### src/rtl/atcc_pkg.sv
// constants and types shared by the converter trigger and compare control
package atcc_pkg;
    // ----------
    // register indices and byte addresses
    // ----------
    localparam int unsigned ATCC_ADDR_W = 12;
    localparam logic [7:0] ATCC_IDX_CTRL_ONE = 8'he1;
    localparam logic [7:0] ATCC_IDX_CTRL_TWO = 8'he2;
    localparam logic [7:0] ATCC_IDX_DELAY_LOW = 8'he3;
    localparam logic [7:0] ATCC_IDX_CTRL_ZERO = 8'he8;
    localparam logic [7:0] ATCC_IDX_THRESHOLD = 8'hf0;
    localparam logic [7:0] ATCC_IDX_RESULT = 8'hf1;

    // byte address is four times the index
    function automatic logic [ATCC_ADDR_W-1:0] atcc_byte_addr(input logic [7:0] idx);
        atcc_byte_addr = {2'h0, idx, 2'h0};
    endfunction

    // ----------
    // field positions
    // ----------
    localparam int unsigned ATCC_C0_DONE = 7;
    localparam int unsigned ATCC_C0_BUSY = 6;
    localparam int unsigned ATCC_C0_SRC_HI = 5;
    localparam int unsigned ATCC_C0_SRC_LO = 4;
    localparam int unsigned ATCC_C0_CH_HI = 3;
    localparam int unsigned ATCC_C0_CH_LO = 0;
    localparam int unsigned ATCC_C1_TYPE_HI = 3;
    localparam int unsigned ATCC_C1_TYPE_LO = 2;
    localparam int unsigned ATCC_C1_EXT_EN = 1;
    localparam int unsigned ATCC_C1_CONV_EN = 0;
    localparam int unsigned ATCC_C2_BRAKE_EN = 7;
    localparam int unsigned ATCC_C2_POL = 6;
    localparam int unsigned ATCC_C2_CMP_EN = 5;
    localparam int unsigned ATCC_C2_CMP_OUT = 4;
    localparam int unsigned ATCC_C2_DLY_MSB = 0;

    // ----------
    // widths, codes and reset values
    // ----------
    localparam int unsigned ATCC_RES_W = 12;
    localparam int unsigned ATCC_DLY_W = 9;
    localparam logic [7:0] ATCC_REG_RESET = 8'h00;
    localparam logic [3:0] ATCC_CH_LAST_VALID = 4'h8;
    localparam logic [ATCC_DLY_W-1:0] ATCC_DLY_ONE = 9'h001;
    localparam logic [1:0] ATCC_SRC_PWM0 = 2'h0;
    localparam logic [1:0] ATCC_SRC_PWM2 = 2'h1;
    localparam logic [1:0] ATCC_SRC_PWM4 = 2'h2;
    localparam logic [1:0] ATCC_SRC_PIN = 2'h3;
    localparam logic [1:0] ATCC_TYP_FALL = 2'h0;
    localparam logic [1:0] ATCC_TYP_RISE = 2'h1;
    localparam logic [1:0] ATCC_TYP_CENTRE = 2'h2;
    localparam logic [1:0] ATCC_TYP_END = 2'h3;

    typedef enum logic [1:0] {
        ATCC_IDLE,
        ATCC_DELAY,
        ATCC_CONVERT
    } atcc_state_t;
endpackage

### src/rtl/atcc_top.sv
// converter trigger, delay, start/done and result compare control with apb registers
//
// Behaviour
// brake enabled and compare output 1: assert brake, pulse pwm run clear
// brake holds until the pwm run bit is set again
// polarity 0: result >= threshold gives 1; polarity 1: result < threshold
// compare enable switches the result comparator on and off
// compare output read only, refreshed at each conversion completion; the code refreshes it only while compare enable is set
// delay is nine bits: low byte register plus bit 0 of control two
// external trigger waits delay converter clocks before conversion starts
// delay only used for external triggers; software starts start at once
// software must not change delay while pwm trigger source runs
// done flag set on completion; cleared only by software write
// done flag set blocks every new conversion start
// writing 1 to start/busy starts a conversion, writing 0 does nothing
// start/busy reads 1 while converting, cleared at completion
// source field picks pwm0, pwm2, pwm4 or the external start pin
// channel field picks inputs 0 to 7 or band-gap; others reserved
// converter disabled disconnects every analog input
// external triggers only when enabled; ignored while busy
// trigger type: falling, rising, pwm centre point, pwm end point
// converter enable powers the conversion circuit
// compare output holds between conversions; disabled comparator does nothing
// all bits reset to zero, converter idle, triggers off
`timescale 1ns/1ps
module atcc_top
    import atcc_pkg::*;
(
    // clock and reset
    input wire logic i_clock,
    input wire logic i_rst,
    // apb slave
    input wire logic i_psel,
    input wire logic i_penable,
    input wire logic i_pwrite,
    input wire logic [ATCC_ADDR_W-1:0] i_paddr,
    input wire logic [31:0] i_pwdata,
    output logic [31:0] o_prdata,
    output logic o_pready,
    output logic o_pslverr,
    // analog converter core
    output logic o_conv_power,
    output logic o_conv_start,
    output logic [3:0] o_mux_channel,
    output logic o_mux_connect,
    input wire logic i_conv_done,
    input wire logic [ATCC_RES_W-1:0] i_conv_result,
    // trigger sources
    input wire logic i_pwm_out0,
    input wire logic i_pwm_out2,
    input wire logic i_pwm_out4,
    input wire logic i_external_start_pin,
    input wire logic i_pwm_centre_point,
    input wire logic i_pwm_end_point,
    // pwm generator fault brake
    input wire logic i_pwm_run_bit,
    output logic o_fault_brake,
    output logic o_pwm_run_clear
);
    // ----------
    // register state
    // ----------
    logic conversion_done_flag_q, start_busy_bit_q;
    logic [1:0] trigger_source_select_q, trigger_type_select_q;
    logic [3:0] input_channel_select_q;
    logic external_trigger_enable_q, converter_enable_q;
    logic compare_brake_enable_q, compare_polarity_q, compare_enable_q, compare_output_q;
    logic [ATCC_DLY_W-1:0] trigger_delay_count_q;
    logic [ATCC_RES_W-1:0] compare_threshold_q;
    logic [ATCC_RES_W-1:0] conversion_result_q;

    atcc_state_t state_q;
    logic [ATCC_DLY_W-1:0] delay_cnt_q;
    logic trig_level_q, pwm_run_q;

    // ----------
    // bus decode
    // ----------
    logic access, wr_en;
    logic hit_c0, hit_c1, hit_c2, hit_dly, hit_thr, hit_res, hit_any;

    // access completes on the edge where the registered ready is high
    assign access = i_psel & i_penable & o_pready;
    assign wr_en = access & i_pwrite;
    assign hit_c0 = (i_paddr == atcc_byte_addr(ATCC_IDX_CTRL_ZERO));
    assign hit_c1 = (i_paddr == atcc_byte_addr(ATCC_IDX_CTRL_ONE));
    assign hit_c2 = (i_paddr == atcc_byte_addr(ATCC_IDX_CTRL_TWO));
    assign hit_dly = (i_paddr == atcc_byte_addr(ATCC_IDX_DELAY_LOW));
    assign hit_thr = (i_paddr == atcc_byte_addr(ATCC_IDX_THRESHOLD));
    assign hit_res = (i_paddr == atcc_byte_addr(ATCC_IDX_RESULT));
    assign hit_any = hit_c0 | hit_c1 | hit_c2 | hit_dly | hit_thr | hit_res;

    // ----------
    // trigger detection and start decisions
    // ----------
    logic trig_level, ext_event, sw_start, can_start, ext_accept, go_now, cmp_result;

    // selected trigger pin
    always_comb begin
        unique case (trigger_source_select_q)
            ATCC_SRC_PWM0: trig_level = i_pwm_out0;
            ATCC_SRC_PWM2: trig_level = i_pwm_out2;
            ATCC_SRC_PWM4: trig_level = i_pwm_out4;
            ATCC_SRC_PIN: trig_level = i_external_start_pin;
        endcase
    end

    // event of the chosen type
    always_comb begin
        unique case (trigger_type_select_q)
            ATCC_TYP_FALL: ext_event = trig_level_q & ~trig_level;
            ATCC_TYP_RISE: ext_event = ~trig_level_q & trig_level;
            ATCC_TYP_CENTRE: ext_event = i_pwm_centre_point;
            ATCC_TYP_END: ext_event = i_pwm_end_point;
        endcase
    end

    // starts need a powered converter, no pending done flag and an idle core
    assign can_start = converter_enable_q & ~conversion_done_flag_q & (state_q != ATCC_CONVERT);
    assign sw_start = wr_en & hit_c0 & i_pwdata[ATCC_C0_BUSY] & can_start;
    assign ext_accept = external_trigger_enable_q & ext_event & can_start & (state_q == ATCC_IDLE);
    // delayed start fires when the counter runs out; zero delay fires at once
    assign go_now = sw_start
        | (ext_accept & (trigger_delay_count_q == '0))
        | ((state_q == ATCC_DELAY) & (delay_cnt_q == ATCC_DLY_ONE) & can_start);

    // comparator sense
    assign cmp_result = compare_polarity_q ? (i_conv_result < compare_threshold_q)
                                           : (i_conv_result >= compare_threshold_q);

    // ----------
    // conversion sequencer
    // ----------
    always_ff @(posedge i_clock or posedge i_rst) begin
        if (i_rst) begin
            state_q <= ATCC_IDLE;
            delay_cnt_q <= '0;
        end else if (!converter_enable_q) begin
            state_q <= ATCC_IDLE;
            delay_cnt_q <= '0;
        end else if (go_now) begin
            state_q <= ATCC_CONVERT;
            delay_cnt_q <= '0;
        end else begin
            unique case (state_q)
                ATCC_IDLE: begin
                    if (ext_accept) begin
                        state_q <= ATCC_DELAY;
                        delay_cnt_q <= trigger_delay_count_q;
                    end
                end
                ATCC_DELAY: begin
                    if (!external_trigger_enable_q || conversion_done_flag_q) begin
                        state_q <= ATCC_IDLE;
                    end else begin
                        delay_cnt_q <= delay_cnt_q - ATCC_DLY_ONE;
                    end
                end
                ATCC_CONVERT: begin
                    if (i_conv_done) begin
                        state_q <= ATCC_IDLE;
                    end
                end
            endcase
        end
    end

    // start pulse to the analog core
    always_ff @(posedge i_clock or posedge i_rst) begin
        if (i_rst) begin
            o_conv_start <= 1'b0;
        end else begin
            o_conv_start <= go_now & converter_enable_q;
        end
    end

    // previous trigger and run bit levels for edge detection
    always_ff @(posedge i_clock or posedge i_rst) begin
        if (i_rst) begin
            trig_level_q <= 1'b0;
            pwm_run_q <= 1'b0;
        end else begin
            trig_level_q <= trig_level;
            pwm_run_q <= i_pwm_run_bit;
        end
    end

    // ----------
    // status bits: busy, done, result and compare output
    // ----------
    logic conv_complete;
    assign conv_complete = (state_q == ATCC_CONVERT) & i_conv_done;

    // busy reads 1 only while converting
    always_ff @(posedge i_clock or posedge i_rst) begin
        if (i_rst) begin
            start_busy_bit_q <= 1'b0;
        end else if (go_now && converter_enable_q) begin
            start_busy_bit_q <= 1'b1;
        end else if (conv_complete || !converter_enable_q) begin
            start_busy_bit_q <= 1'b0;
        end
    end

    // done flag: a completion in the same cycle as a software clear wins
    always_ff @(posedge i_clock or posedge i_rst) begin
        if (i_rst) begin
            conversion_done_flag_q <= 1'b0;
        end else if (conv_complete) begin
            conversion_done_flag_q <= 1'b1;
        end else if (wr_en && hit_c0 && !i_pwdata[ATCC_C0_DONE]) begin
            conversion_done_flag_q <= 1'b0;
        end
    end

    // result capture and comparator refresh
    always_ff @(posedge i_clock or posedge i_rst) begin
        if (i_rst) begin
            conversion_result_q <= '0;
            compare_output_q <= 1'b0;
        end else if (conv_complete) begin
            conversion_result_q <= i_conv_result;
            if (compare_enable_q) begin
                compare_output_q <= cmp_result;
            end
        end
    end

    // ----------
    // fault brake toward the pwm generator
    // ----------
    logic brake_trip, run_set;
    assign brake_trip = conv_complete & compare_enable_q & compare_brake_enable_q & cmp_result;
    assign run_set = i_pwm_run_bit & ~pwm_run_q;

    // brake latches until software sets the run bit again
    always_ff @(posedge i_clock or posedge i_rst) begin
        if (i_rst) begin
            o_fault_brake <= 1'b0;
            o_pwm_run_clear <= 1'b0;
        end else begin
            o_pwm_run_clear <= brake_trip;
            if (brake_trip) begin
                o_fault_brake <= 1'b1;
            end else if (run_set) begin
                o_fault_brake <= 1'b0;
            end
        end
    end

    // ----------
    // control register writes
    // ----------
    always_ff @(posedge i_clock or posedge i_rst) begin
        if (i_rst) begin
            trigger_source_select_q <= ATCC_REG_RESET[1:0];
            input_channel_select_q <= ATCC_REG_RESET[3:0];
            trigger_type_select_q <= ATCC_REG_RESET[1:0];
            external_trigger_enable_q <= 1'b0;
            converter_enable_q <= 1'b0;
            compare_brake_enable_q <= 1'b0;
            compare_polarity_q <= 1'b0;
            compare_enable_q <= 1'b0;
            trigger_delay_count_q <= '0;
            compare_threshold_q <= '0;
        end else if (wr_en) begin
            if (hit_c0) begin
                trigger_source_select_q <= i_pwdata[ATCC_C0_SRC_HI:ATCC_C0_SRC_LO];
                input_channel_select_q <= i_pwdata[ATCC_C0_CH_HI:ATCC_C0_CH_LO];
            end
            if (hit_c1) begin
                trigger_type_select_q <= i_pwdata[ATCC_C1_TYPE_HI:ATCC_C1_TYPE_LO];
                external_trigger_enable_q <= i_pwdata[ATCC_C1_EXT_EN];
                converter_enable_q <= i_pwdata[ATCC_C1_CONV_EN];
            end
            if (hit_c2) begin
                compare_brake_enable_q <= i_pwdata[ATCC_C2_BRAKE_EN];
                compare_polarity_q <= i_pwdata[ATCC_C2_POL];
                compare_enable_q <= i_pwdata[ATCC_C2_CMP_EN];
                trigger_delay_count_q[ATCC_DLY_W-1] <= i_pwdata[ATCC_C2_DLY_MSB];
            end
            if (hit_dly) begin
                trigger_delay_count_q[ATCC_DLY_W-2:0] <= i_pwdata[ATCC_DLY_W-2:0];
            end
            if (hit_thr) begin
                compare_threshold_q <= i_pwdata[ATCC_RES_W-1:0];
            end
        end
    end

    // ----------
    // analog power and input multiplexer
    // ----------
    always_ff @(posedge i_clock or posedge i_rst) begin
        if (i_rst) begin
            o_conv_power <= 1'b0;
            o_mux_channel <= 4'h0;
            o_mux_connect <= 1'b0;
        end else begin
            o_conv_power <= converter_enable_q;
            o_mux_channel <= input_channel_select_q;
            o_mux_connect <= converter_enable_q & (input_channel_select_q <= ATCC_CH_LAST_VALID);
        end
    end

    // ----------
    // apb answer: one wait state, registered data and error
    // ----------
    logic [31:0] rd_mux;
    always_comb begin
        rd_mux = 32'h0000_0000;
        if (hit_c0) begin
            rd_mux[7:0] = {conversion_done_flag_q, start_busy_bit_q, trigger_source_select_q, input_channel_select_q};
        end else if (hit_c1) begin
            rd_mux[7:0] = {4'h0, trigger_type_select_q, external_trigger_enable_q, converter_enable_q};
        end else if (hit_c2) begin
            rd_mux[7:0] = {compare_brake_enable_q, compare_polarity_q, compare_enable_q, compare_output_q,
                           3'h0, trigger_delay_count_q[ATCC_DLY_W-1]};
        end else if (hit_dly) begin
            rd_mux[7:0] = trigger_delay_count_q[ATCC_DLY_W-2:0];
        end else if (hit_thr) begin
            rd_mux[ATCC_RES_W-1:0] = compare_threshold_q;
        end else if (hit_res) begin
            rd_mux[ATCC_RES_W-1:0] = conversion_result_q;
        end
    end

    always_ff @(posedge i_clock or posedge i_rst) begin
        if (i_rst) begin
            o_pready <= 1'b0;
            o_prdata <= 32'h0000_0000;
            o_pslverr <= 1'b0;
        end else begin
            o_pready <= i_psel & i_penable & ~o_pready;
            o_prdata <= (i_psel & i_penable & ~o_pready & ~i_pwrite) ? rd_mux : 32'h0000_0000;
            o_pslverr <= i_psel & i_penable & ~o_pready & ~hit_any;
        end
    end
endmodule

### config.mk
export PLATFORM = sky130hd
export DESIGN_NAME = atcc_top
export DESIGN_NICKNAME = d
export VERILOG_FILES = /design/src/rtl/atcc_pkg.sv /design/src/rtl/atcc_top.sv
export SDC_FILE = /design/constraint.sdc
export NUM_CORES = 1
export LEC_CHECK = 0
export BUFFER_PORTS_ARGS = -buffer_cell sky130_fd_sc_hd__buf_2
export CAP_MARGIN = 15
export CELL_PAD_IN_SITES_DETAIL_PLACEMENT = 1
export CELL_PAD_IN_SITES_GLOBAL_PLACEMENT = 1
export CORE_AREA = 2 2 104 106
export DETAILED_ROUTE_END_ITERATION = 12
export DIE_AREA = 0 0 106 108
export GPL_TIMING_DRIVEN = 1
export PLACE_DENSITY = 0.9
export SLEW_MARGIN = 5
export SYNTH_ARGS = -nofsm -noshare
export SYNTH_HDL_FRONTEND = slang
export SYNTH_SLANG_ARGS = --single-unit
export TNS_END_PERCENT = 10
### constraint.sdc
create_clock -name i_clock -period 8.7 [get_ports i_clock]
set_input_delay 1.74 -clock i_clock [delete_from_list [all_inputs] [get_ports i_clock]]
set_output_delay 1.74 -clock i_clock [all_outputs]
set_load 0.05 [all_outputs]
Word-level counts from Yosys, hierarchy flattened
Index checks and enable logic that the tools add are counted.
- input bits: 69
- output and inout bits: 43
- bits in registers: 85
- word-level logic and storage cells: 147
- order comparisons: 3
- bitwise operators: 40
- reductions and logical operators: 23
- mux-type cells: 31
- $add $sub $neg: 1
- equal/unequal tests: 21
- operators with widths (kind ; number):
    $eq 12x10->1 const B ; 6
    $mux 12 ; 3
    $mux 9 ; 4
    $mux 8 ; 4
    $and 1x1->1 ; 26
    $pmux 9 s2 ; 1
    $mux 4 ; 4
    $ge 12x12->1 ; 1
    $lt 12x12->1 ; 1
    $ne 4x4->1 const B ; 3
    $reduce_and 2->1 ; 6
    $eq 2x2->1 const B ; 5
    $mux 2 ; 5
    $eq 9x1->1 const B ; 1
    $logic_not 9->1 ; 1
    $sub 9x1->9 const B ; 1
    $pmux 1 s4 ; 2
    $mux 1 ; 7
    $not 1->1 ; 7
    $or 1x1->1 ; 7
    $eq 2x1->1 const B ; 3
    $logic_not 2->1 ; 3
    $pmux 2 s3 ; 1
    $reduce_and 3->1 ; 2
    8 further kinds ; 15

Depth between registers and ports, before layout
Gate-level depths: netlist (run 1).
- word-level depth: 13
- mapped depth: 9
- gate-level depth less buffers: 8

Worst setup path before layout (run 1)
Ideal clock, no wire load.
- path kind: input -> register
- start point: in i_paddr[1]
- end point: reg converter_enable_q
- stages on the path: 7
- path slack: 5045 ps
- arrival: 3530 ps
- library setup time: 125 ps
- path through: or4b_4 -> or2_1 -> buf_6 -> nor2_1 -> and3_1 -> and2b_1 -> mux2_2
- word-level cells in the longest chain between the ends: 2
- ends and longest elaborated chain (element ; line ; source):
    start: declaration ; atcc_top.sv:36 ; input wire logic [ATCC_ADDR_W-1:0] i_paddr,
    $eq 12x10->1 ; atcc_top.sv:86 ; assign hit_c1 = (i_paddr == atcc_byte_addr(ATCC_IDX_CTRL_ONE));
    $reduce_and 2->1 (no line) ; n/a ;
    end signal: assignment ; atcc_top.sv:274 ; converter_enable_q <= i_pwdata[ATCC_C1_CONV_EN];
    end: declaration ; atcc_top.sv:66 ; logic external_trigger_enable_q, converter_enable_q;
No other way between the ends.
A chain may end at the register's enable or synchronous reset.

Final worst setup path (run 1)
- start point: in i_paddr[2]
- end point: reg state_q[1]
- word-level cells in the longest chain between the ends: 8
- elaborated cells on any way between the ends: 12
- classes of those cells: 4 x eq/ne; 2 x mux; 5 x bitwise; 1 x reduce/logical
- ends and longest elaborated chain (element ; line ; source):
    $eq 12x10->1 (*) ; atcc_top.sv:85 ; assign hit_c0 = (i_paddr == atcc_byte_addr(ATCC_IDX_CTRL_ZERO));
    $and 1x1->1 (*) (3 in a row) ; atcc_top.sv:120 ; assign sw_start = wr_en & hit_c0 & i_pwdata[ATCC_C0_BUSY] & can_start;
    $or 1x1->1 (*) ; atcc_top.sv:124 ; | (ext_accept & (trigger_delay_count_q == '0))
    $or 1x1->1 (*) ; atcc_top.sv:125 ; | ((state_q == ATCC_DELAY) & (delay_cnt_q == ATCC_DLY_ONE) & can_start);
    $ne 4x3->1 (no line) (tied with other cells) ; n/a ;
    $reduce_and 3->1 (no line) / $mux 2 (equally long branches) ; n/a ;
    end signal: assignment ; atcc_top.sv:136 ; state_q <= ATCC_IDLE;
    end signal: assignment ; atcc_top.sv:139 ; state_q <= ATCC_IDLE;
    end signal: assignment ; atcc_top.sv:142 ; state_q <= ATCC_CONVERT;
    end: declaration ; atcc_top.sv:72 ; atcc_state_t state_q;
Mark *: on every way between the ends. The rest lies on a longest branch, timed or not.

==> results of run 1 <==
[layout make-up]
class / instances / area, µm²
fill: 1169 / 5060
clock buffer: 9 / 124
timing repair buffer: 72 / 363
inverter: 25 / 95.1
tap: 136 / 170
clock inverter: 7 / 88.8
sequential: 85 / 2130
multi-input combinational: 308 / 2210
[state kept, by name, summed over array words and instances (netlist names), 2 cells and up]
| register | cells |
|---|---|
| trigger_source_select_q | 2 |
| delay_cnt_q | 9 |
| o_prdata | 12 |
| state_q | 2 |
| compare_threshold_q | 12 |
| conversion_result_q | 12 |
| o_mux_channel | 4 |
| trigger_type_select_q | 2 |
| trigger_delay_count_q | 9 |
| input_channel_select_q | 4 |
[kinds of logic (layout without fill, tap and decap cells)]
family                     count (synthesis)  after routing  synth area share, %
AOI/OAI and AO/OA                         87             87                 12.4
xor gates and xnor gates                   1              1                0.192
adders and majority gates                 17             17                 4.65
buffers and inverters                     57            113                 6.71
DFF                                       85             85                 46.5
muxes                                     55             55                 14.2
other                                      1             20               0.0821
and+or+nand+nor                          128            128                 15.2
[worst register-to-register path, stage by stage, from the launching register on]
cell and delay, ns:
dfrtp_1 0.43, inv_1 0.12, ha_1 0.62, nand3b_1 0.28, or2_2 0.39, and2_1 0.25
a2111oi_0 0.43, nor3_1 0.09
[through the flow]
stage | power, µW | hold slack (ns) | setup slack, ns
4_1_cts | 787 | 0.444 | 5.01
5_1_grt | 806 | 0.459 | 4.89
2_1_floorplan | 461 | 0.386 | 4.77
3_5_place_dp | 479 | 0.415 | 4.65
3_3_place_gp | 475 | 0.404 | 4.68
6_report | 779 | 0.452 | 4.99
[power groups by stage]
stage                     logic, µW  clock network, µW  registers [µW]
after floorplan                50.9                  0             410
after global placement         66.4                  0             409
after detailed placement       69.6                  0             409
after CTS                      70.1                315             401
after global routing           76.0                328             402
final                          69.6                308             401
[layout by cell type, fill, tap and decap left out, drive strengths merged, types with 4 or more instances in the layout]
| cell | n |
|---|---|
| mux2 | 45 |
| nand2 | 41 |
| ha | 17 |
| dfrtp | 85 |
| o21bai | 4 |
| a22oi | 12 |
| mux2i | 9 |
| a21oi | 17 |
| inv | 29 |
| nor4 | 5 |
| a31oi | 5 |
| o21ai | 25 |
| nor3 | 10 |
| nand3 | 5 |
| nor2 | 29 |
| nand4 | 4 |
| nand2b | 4 |
| buf | 72 |
| clkbuf | 9 |
| or3 | 5 |
| conb | 20 |
| a22o | 5 |
| and3 | 4 |
[layer usage]
metal	up-vias	global-route usage [%]	share of wire [%]
met5	-	0	0
met2	106	39.3	52
met3	16	3.56	4.6
li1	1643	-	-
met4	0	7.71	1.9
met1	1802	27.2	42
[path summary, 6_finish.rpt]
kind,startpoint,end,slack (ns)
hold / removal,input_channel_select_q[2],o_mux_channel[2],0.45
setup / recovery,i_paddr[2],state_q[1],4.99
min in group asynchronous,i_rst,o_mux_channel[0],1.68
hold reg to reg,input_channel_select_q[2],o_mux_channel[2],0.45
setup reg to reg,state_q[1],delay_cnt_q[4],5.98
max in group asynchronous,i_rst,compare_threshold_q[7],6.34
==> run metrics, run 1 <==
outcome=finished, final reports clean; Syn. warnings=0; Clock Path Buffers=2; P_sw=220 µW; Core Area=roughly 10,000 µm²; ANT nets after route=0; share of layout cells above drive strength 1=approximately 29%; per-cell routed wire length=between 15 and 20 µm; minimum clock period=about 3.7 ns; pin count of the biggest net entering global routing=86; Seq cells post-synth=85; reg2reg path depth=7; detailed placement HPWL=9.00 mm; Stages on worst setup path=7; Leakage Power=~0.0026 µW; first-pass GRT wire length=roughly 19 mm; average size of a mapped cell=10.6 µm²; FFs w/ async S/R, synth=100%; Final Core Density=about 51%; Max-slew headroom=about 30%; DRT Pass-1 Iters=4; # H-tree levels=3; I/O Pins=between 100 and 150; Final Hold Fails=0; Skew-Pair Late Insertion Delay=approximately 0.38 ns; P per Cell Area=between 150 and 200 nW/µm²; CTS tree=built; Primary FF master, synth=dfrtp_1; area of the mapped netlist=~4600 µm²; Critical Path RT=approximately 9 ns; Yosys cell types=63; Clock Power Share=about two fifths; critical-path cell list=buf_2 > or4b_1 > or4_1 > nor2_1 > o21bai_1 > o21ai_0 > o21bai_1; max-cap violations=0; Clock transition at path regs=between 0.1 and 0.15 ns; DRC=0; GP Congestion=between 0.8 and 0.9; CTS root buffer=clkbuf_8; ANT cells=0; RSZ-0062 raised after global routing=false; Sequential Power Share=approximately 50%; Die Y=roughly 110 µm; post-CTS setup buffers=0; area grow syn2layout=13.3%; Final nets=slightly below 600; Int Pwr=559 µW; Min-Delay Path Depth=0; Synth top area share=around 47%; total negative slack=0 ns; cts hold-fix bufs=0; Synth area leader=dfrtp_1; cell with the most instances after synthesis=dfrtp_1; Die Footprint=11,400 µm²; vias in the first global route=3,730; die span in x=106 µm; Bufs and invs on worst path=1; cell row count=37; grt ovf=0; Resized cells post-CTS=0; switch share=~28%; Worst Path Arrival=~4.0 ns; hold crit path type=reg2reg; PortBufs=71; Slew Viols, Final=0; final period utilization=a little over two fifths; design area=around 5200 µm²; DP Area=around 5000 µm²; Vias/cell=approximately 5.6; Gate Count Post-Synth=~430; top cells by area, synth=dfrtp_1 (47%), mux2_2 (9.1%), ha_1 (4.7%); CTS Sinks=85; f_max=roughly 270 MHz; Initial Utilization=between 40 and 50%; Post-Layout Cell Count=around 640; initial antenna violation count=0; Post-synth EDFFs=0; synth cell count leaders=dfrtp_1 (85), nand2_1 (40), mux2_2 (37); crit start category=input pin; Critical Path Sink Type=flop; slew of the pin with the lowest slew margin=approximately 1.1 ns; combinational power share=roughly 8.9%; largest stage delay on the critical path=~0.63 ns; Top Family by Delay on Critical Path=simple AND/OR/NAND/NOR gates; number of setup violations in the final report=0; Slowest cell on crit path=or4_1; top fanout value on the critical path=29; Peak supply drop=70.9 µV; Worst path most repeated cell=o21bai_1; Vias=around 3,600; Max Clock Skew=0.0196 ns; Setup CP Type=in2reg; Starting DRT DRC Count=approximately 130; dpl cells=626; final WL=between 10 and 15 mm; total CTS buffers=9; sequential share of the synthesized area=a little under half; total track usage=22.0%
No activity file was read; power rests on OpenSTA's default activity.
==> run 2: changes to the inputs <==
- CORE_AREA: 2 2 104 106 -> 2 2 115 117
- DIE_AREA: 0 0 106 108 -> 0 0 117 119
- PLACE_DENSITY: 0.9 -> 0.79
- clock period: 8.7 -> 3 ns (I/O delays scaled with it)
==> run 2 against run 1 <==
Against the previous run:
- die area increased by 22%
- sequential cell count is the same
- setup slack got worse by 4.6 ns
- utilization is 8.4 points lower
- sequential power rose to 2.9 times the previous value
- combinational power rose to 2.9 times the previous value
- non-clock buffer count up 12
- power grew to 3.3 times the previous value
- clock-buffer cell count grew 1
- final area grew 4.9%
- cell count up 8.1%
- critical endpoint is now delay_cnt_q[6]
==> run metrics, run 2 (synthesis gave the netlist of run 1 again) <==
die span in x=117 µm (+10%); Die Y=119 µm (+10%); final WL=12.5 mm (+3.9%); max-cap violations=0 (unchanged); final period utilization=between 80% and 90%; I/O Pins=112 (unchanged); Multi-input gate area=2210 µm² (unchanged); Max-slew headroom=37.4% (+7.5 points); Final nets=599 (+2.0%); Core Area=12,900 µm² (+26%); Largest regs=compare_threshold_q x12, conversion_result_q x12, o_prdata x12; fillcell total=1,481 (+27%); Resized cells post-CTS=0 (unchanged); Vias=3,597 (+0.84%); total negative slack=0 ns (unchanged); leading cell type in the layout, fill and taps excluded=dfrtp_1; Sequential cell area=2130 µm² (unchanged); minimum clock period=between 2 and 3 ns; P per Cell Area=479 nW/µm² (+220%); Max Clock Skew=0.00668 ns (-0.0129 ns); # H-tree levels=3 (unchanged); post-CTS setup buffers=0 (unchanged); CTS root buffer=clkbuf_16; hold_ws=0.371 ns (-0.0812 ns); reg2reg path depth=8 (+1); Peak supply drop=338 µV (+380%); ANT nets after route=0 (unchanged); Vias/cell=5.18 (-6.7%); RSZ-0062 raised after global routing=false; Setup CP Type=reg2reg; top fanout value on the critical path=6 (-79%); DRT Pass-1 Iters=4 (unchanged); area grow syn2layout=18.8%; Min-Delay Path Depth=1 (+1); share of layout cells above drive strength 1=30.5% (+1.6 points); Worst Hold Path EP=pwm_run_q; Critical Path RT=3.28 ns (-5.72 ns); Die Footprint=13,900 µm² (+22%); Starting DRT DRC Count=143 (+6.7%); f_max=between 300 and 400 MHz; CTS Sinks=85 (unchanged); RR Startpoint=delay_cnt_q[0]; Skew-Pair Late Insertion Delay=0.35 ns (-0.03 ns); detailed placement HPWL=9.33 mm (+3.6%); initial antenna violation count=0 (unchanged); Clock Path Buffers=2 (unchanged); hold crit path type=in2reg; grt ovf=0 (unchanged); cell row count=42 (+14%); Clock transition at path regs=0.06 ns (-0.05 ns); CTS tree=built; pin count of the biggest net entering global routing=52 (-40%); Critical R2R Capture=delay_cnt_q[6]; ANT cells=0 (unchanged); worst hold start=i_pwm_run_bit; crit start category=flop; vias in the first global route=3,862 (+3.5%); outcome=finished, final reports clean; Final Hold Fails=0 (unchanged); Worst Path Arrival=2.91 ns (-1.09 ns); cts hold-fix bufs=0 (unchanged); Slew Viols, Final=0 (unchanged); first-pass GRT wire length=20.5 mm (+5.7%); DRC=0 (unchanged); slew of the pin with the lowest slew margin=0.940 ns (-0.113 ns); Leakage Power=0.00269 µW (+4.4%); Initial Utilization=35.5% (-9.2 points); number of setup violations in the final report=0 (unchanged); total CTS buffers=9 (unchanged); most frequent cells in the layout=dfrtp_1 (85), buf_2 (71), nand2_1 (40); per-cell routed wire length=18.0 µm (-3.9%); total track usage=19.3% (-2.7 points); Critical Path Sink Type=flop; PortBufs=71 (unchanged); GP Congestion=0.836 (-2.5%); FF-to-FF setup slack=0.37 ns (-5.61 ns)
run 2: per-layer routing:
metal	vias to the layer above	global-route usage [%]	part of all wire [%]
met4	0	6.69	1.9
met3	17	4.48	5.7
met1	1818	23.8	41
met5	-	0	0
li1	1670	-	-
met2	92	33.0	52
run 2: how the worst max path moves through the flow:
| stage | start | to | slack, ns | cells after the start |
|---|---|---|---|---|
| 2_1_floorplan | i_rst | compare_brake_enable_q | 0.21 | 1 |
| 3_3_place_gp | i_paddr[1] | converter_enable_q | 0.33 | 7 |
| 3_5_place_dp | i_paddr[1] | trigger_type_select_q[0] | 0.24 | 7 |
| 4_1_cts | delay_cnt_q[0] | delay_cnt_q[6] | 0.38 | 8 |
| 5_1_grt | delay_cnt_q[0] | delay_cnt_q[6] | 0.16 | 8 |
| 6_report | delay_cnt_q[0] | delay_cnt_q[6] | 0.37 | 8 |
run 2: layout make-up:
type                       instances  area share [%]
clock inverter                     6            1.59
multi-input combinational        308            40.7
clock buffer                      10            4.40
inverter                          25            1.75
tap                              176            4.06
sequential                        85            39.2
timing repair buffer              84            8.34
run 2: metrics by stage:
stage	total power [µW]	setup WS, ns	cells	utilization [%]	instance area (µm²)
2_1_floorplan	1340	0.207	450	-	4640
3_3_place_gp	1380	0.326	678	39.6	5100
3_5_place_dp	1390	0.236	678	39.6	5100
4_1_cts	2630	0.382	694	42.2	5430
5_1_grt	2700	0.160	694	42.2	5430
6_report	2600	0.368	694	42.2	5430
run 2: worst max-delay path: stages, from the launching register on:
cell and delay, ns:
dfrtp_1 0.44, inv_1 0.15, ha_1 0.22, or3b_2 0.53
or3_1 0.35, or4b_1 0.51, o21ai_0 0.17, a222oi_1 0.09
nor2_1 0.11
run 2: power by group:
group	switching, µW	internal, µW	total [µW]
clock network	481	751	1230
logic	148	57.4	205
registers	7.23	1160	1170
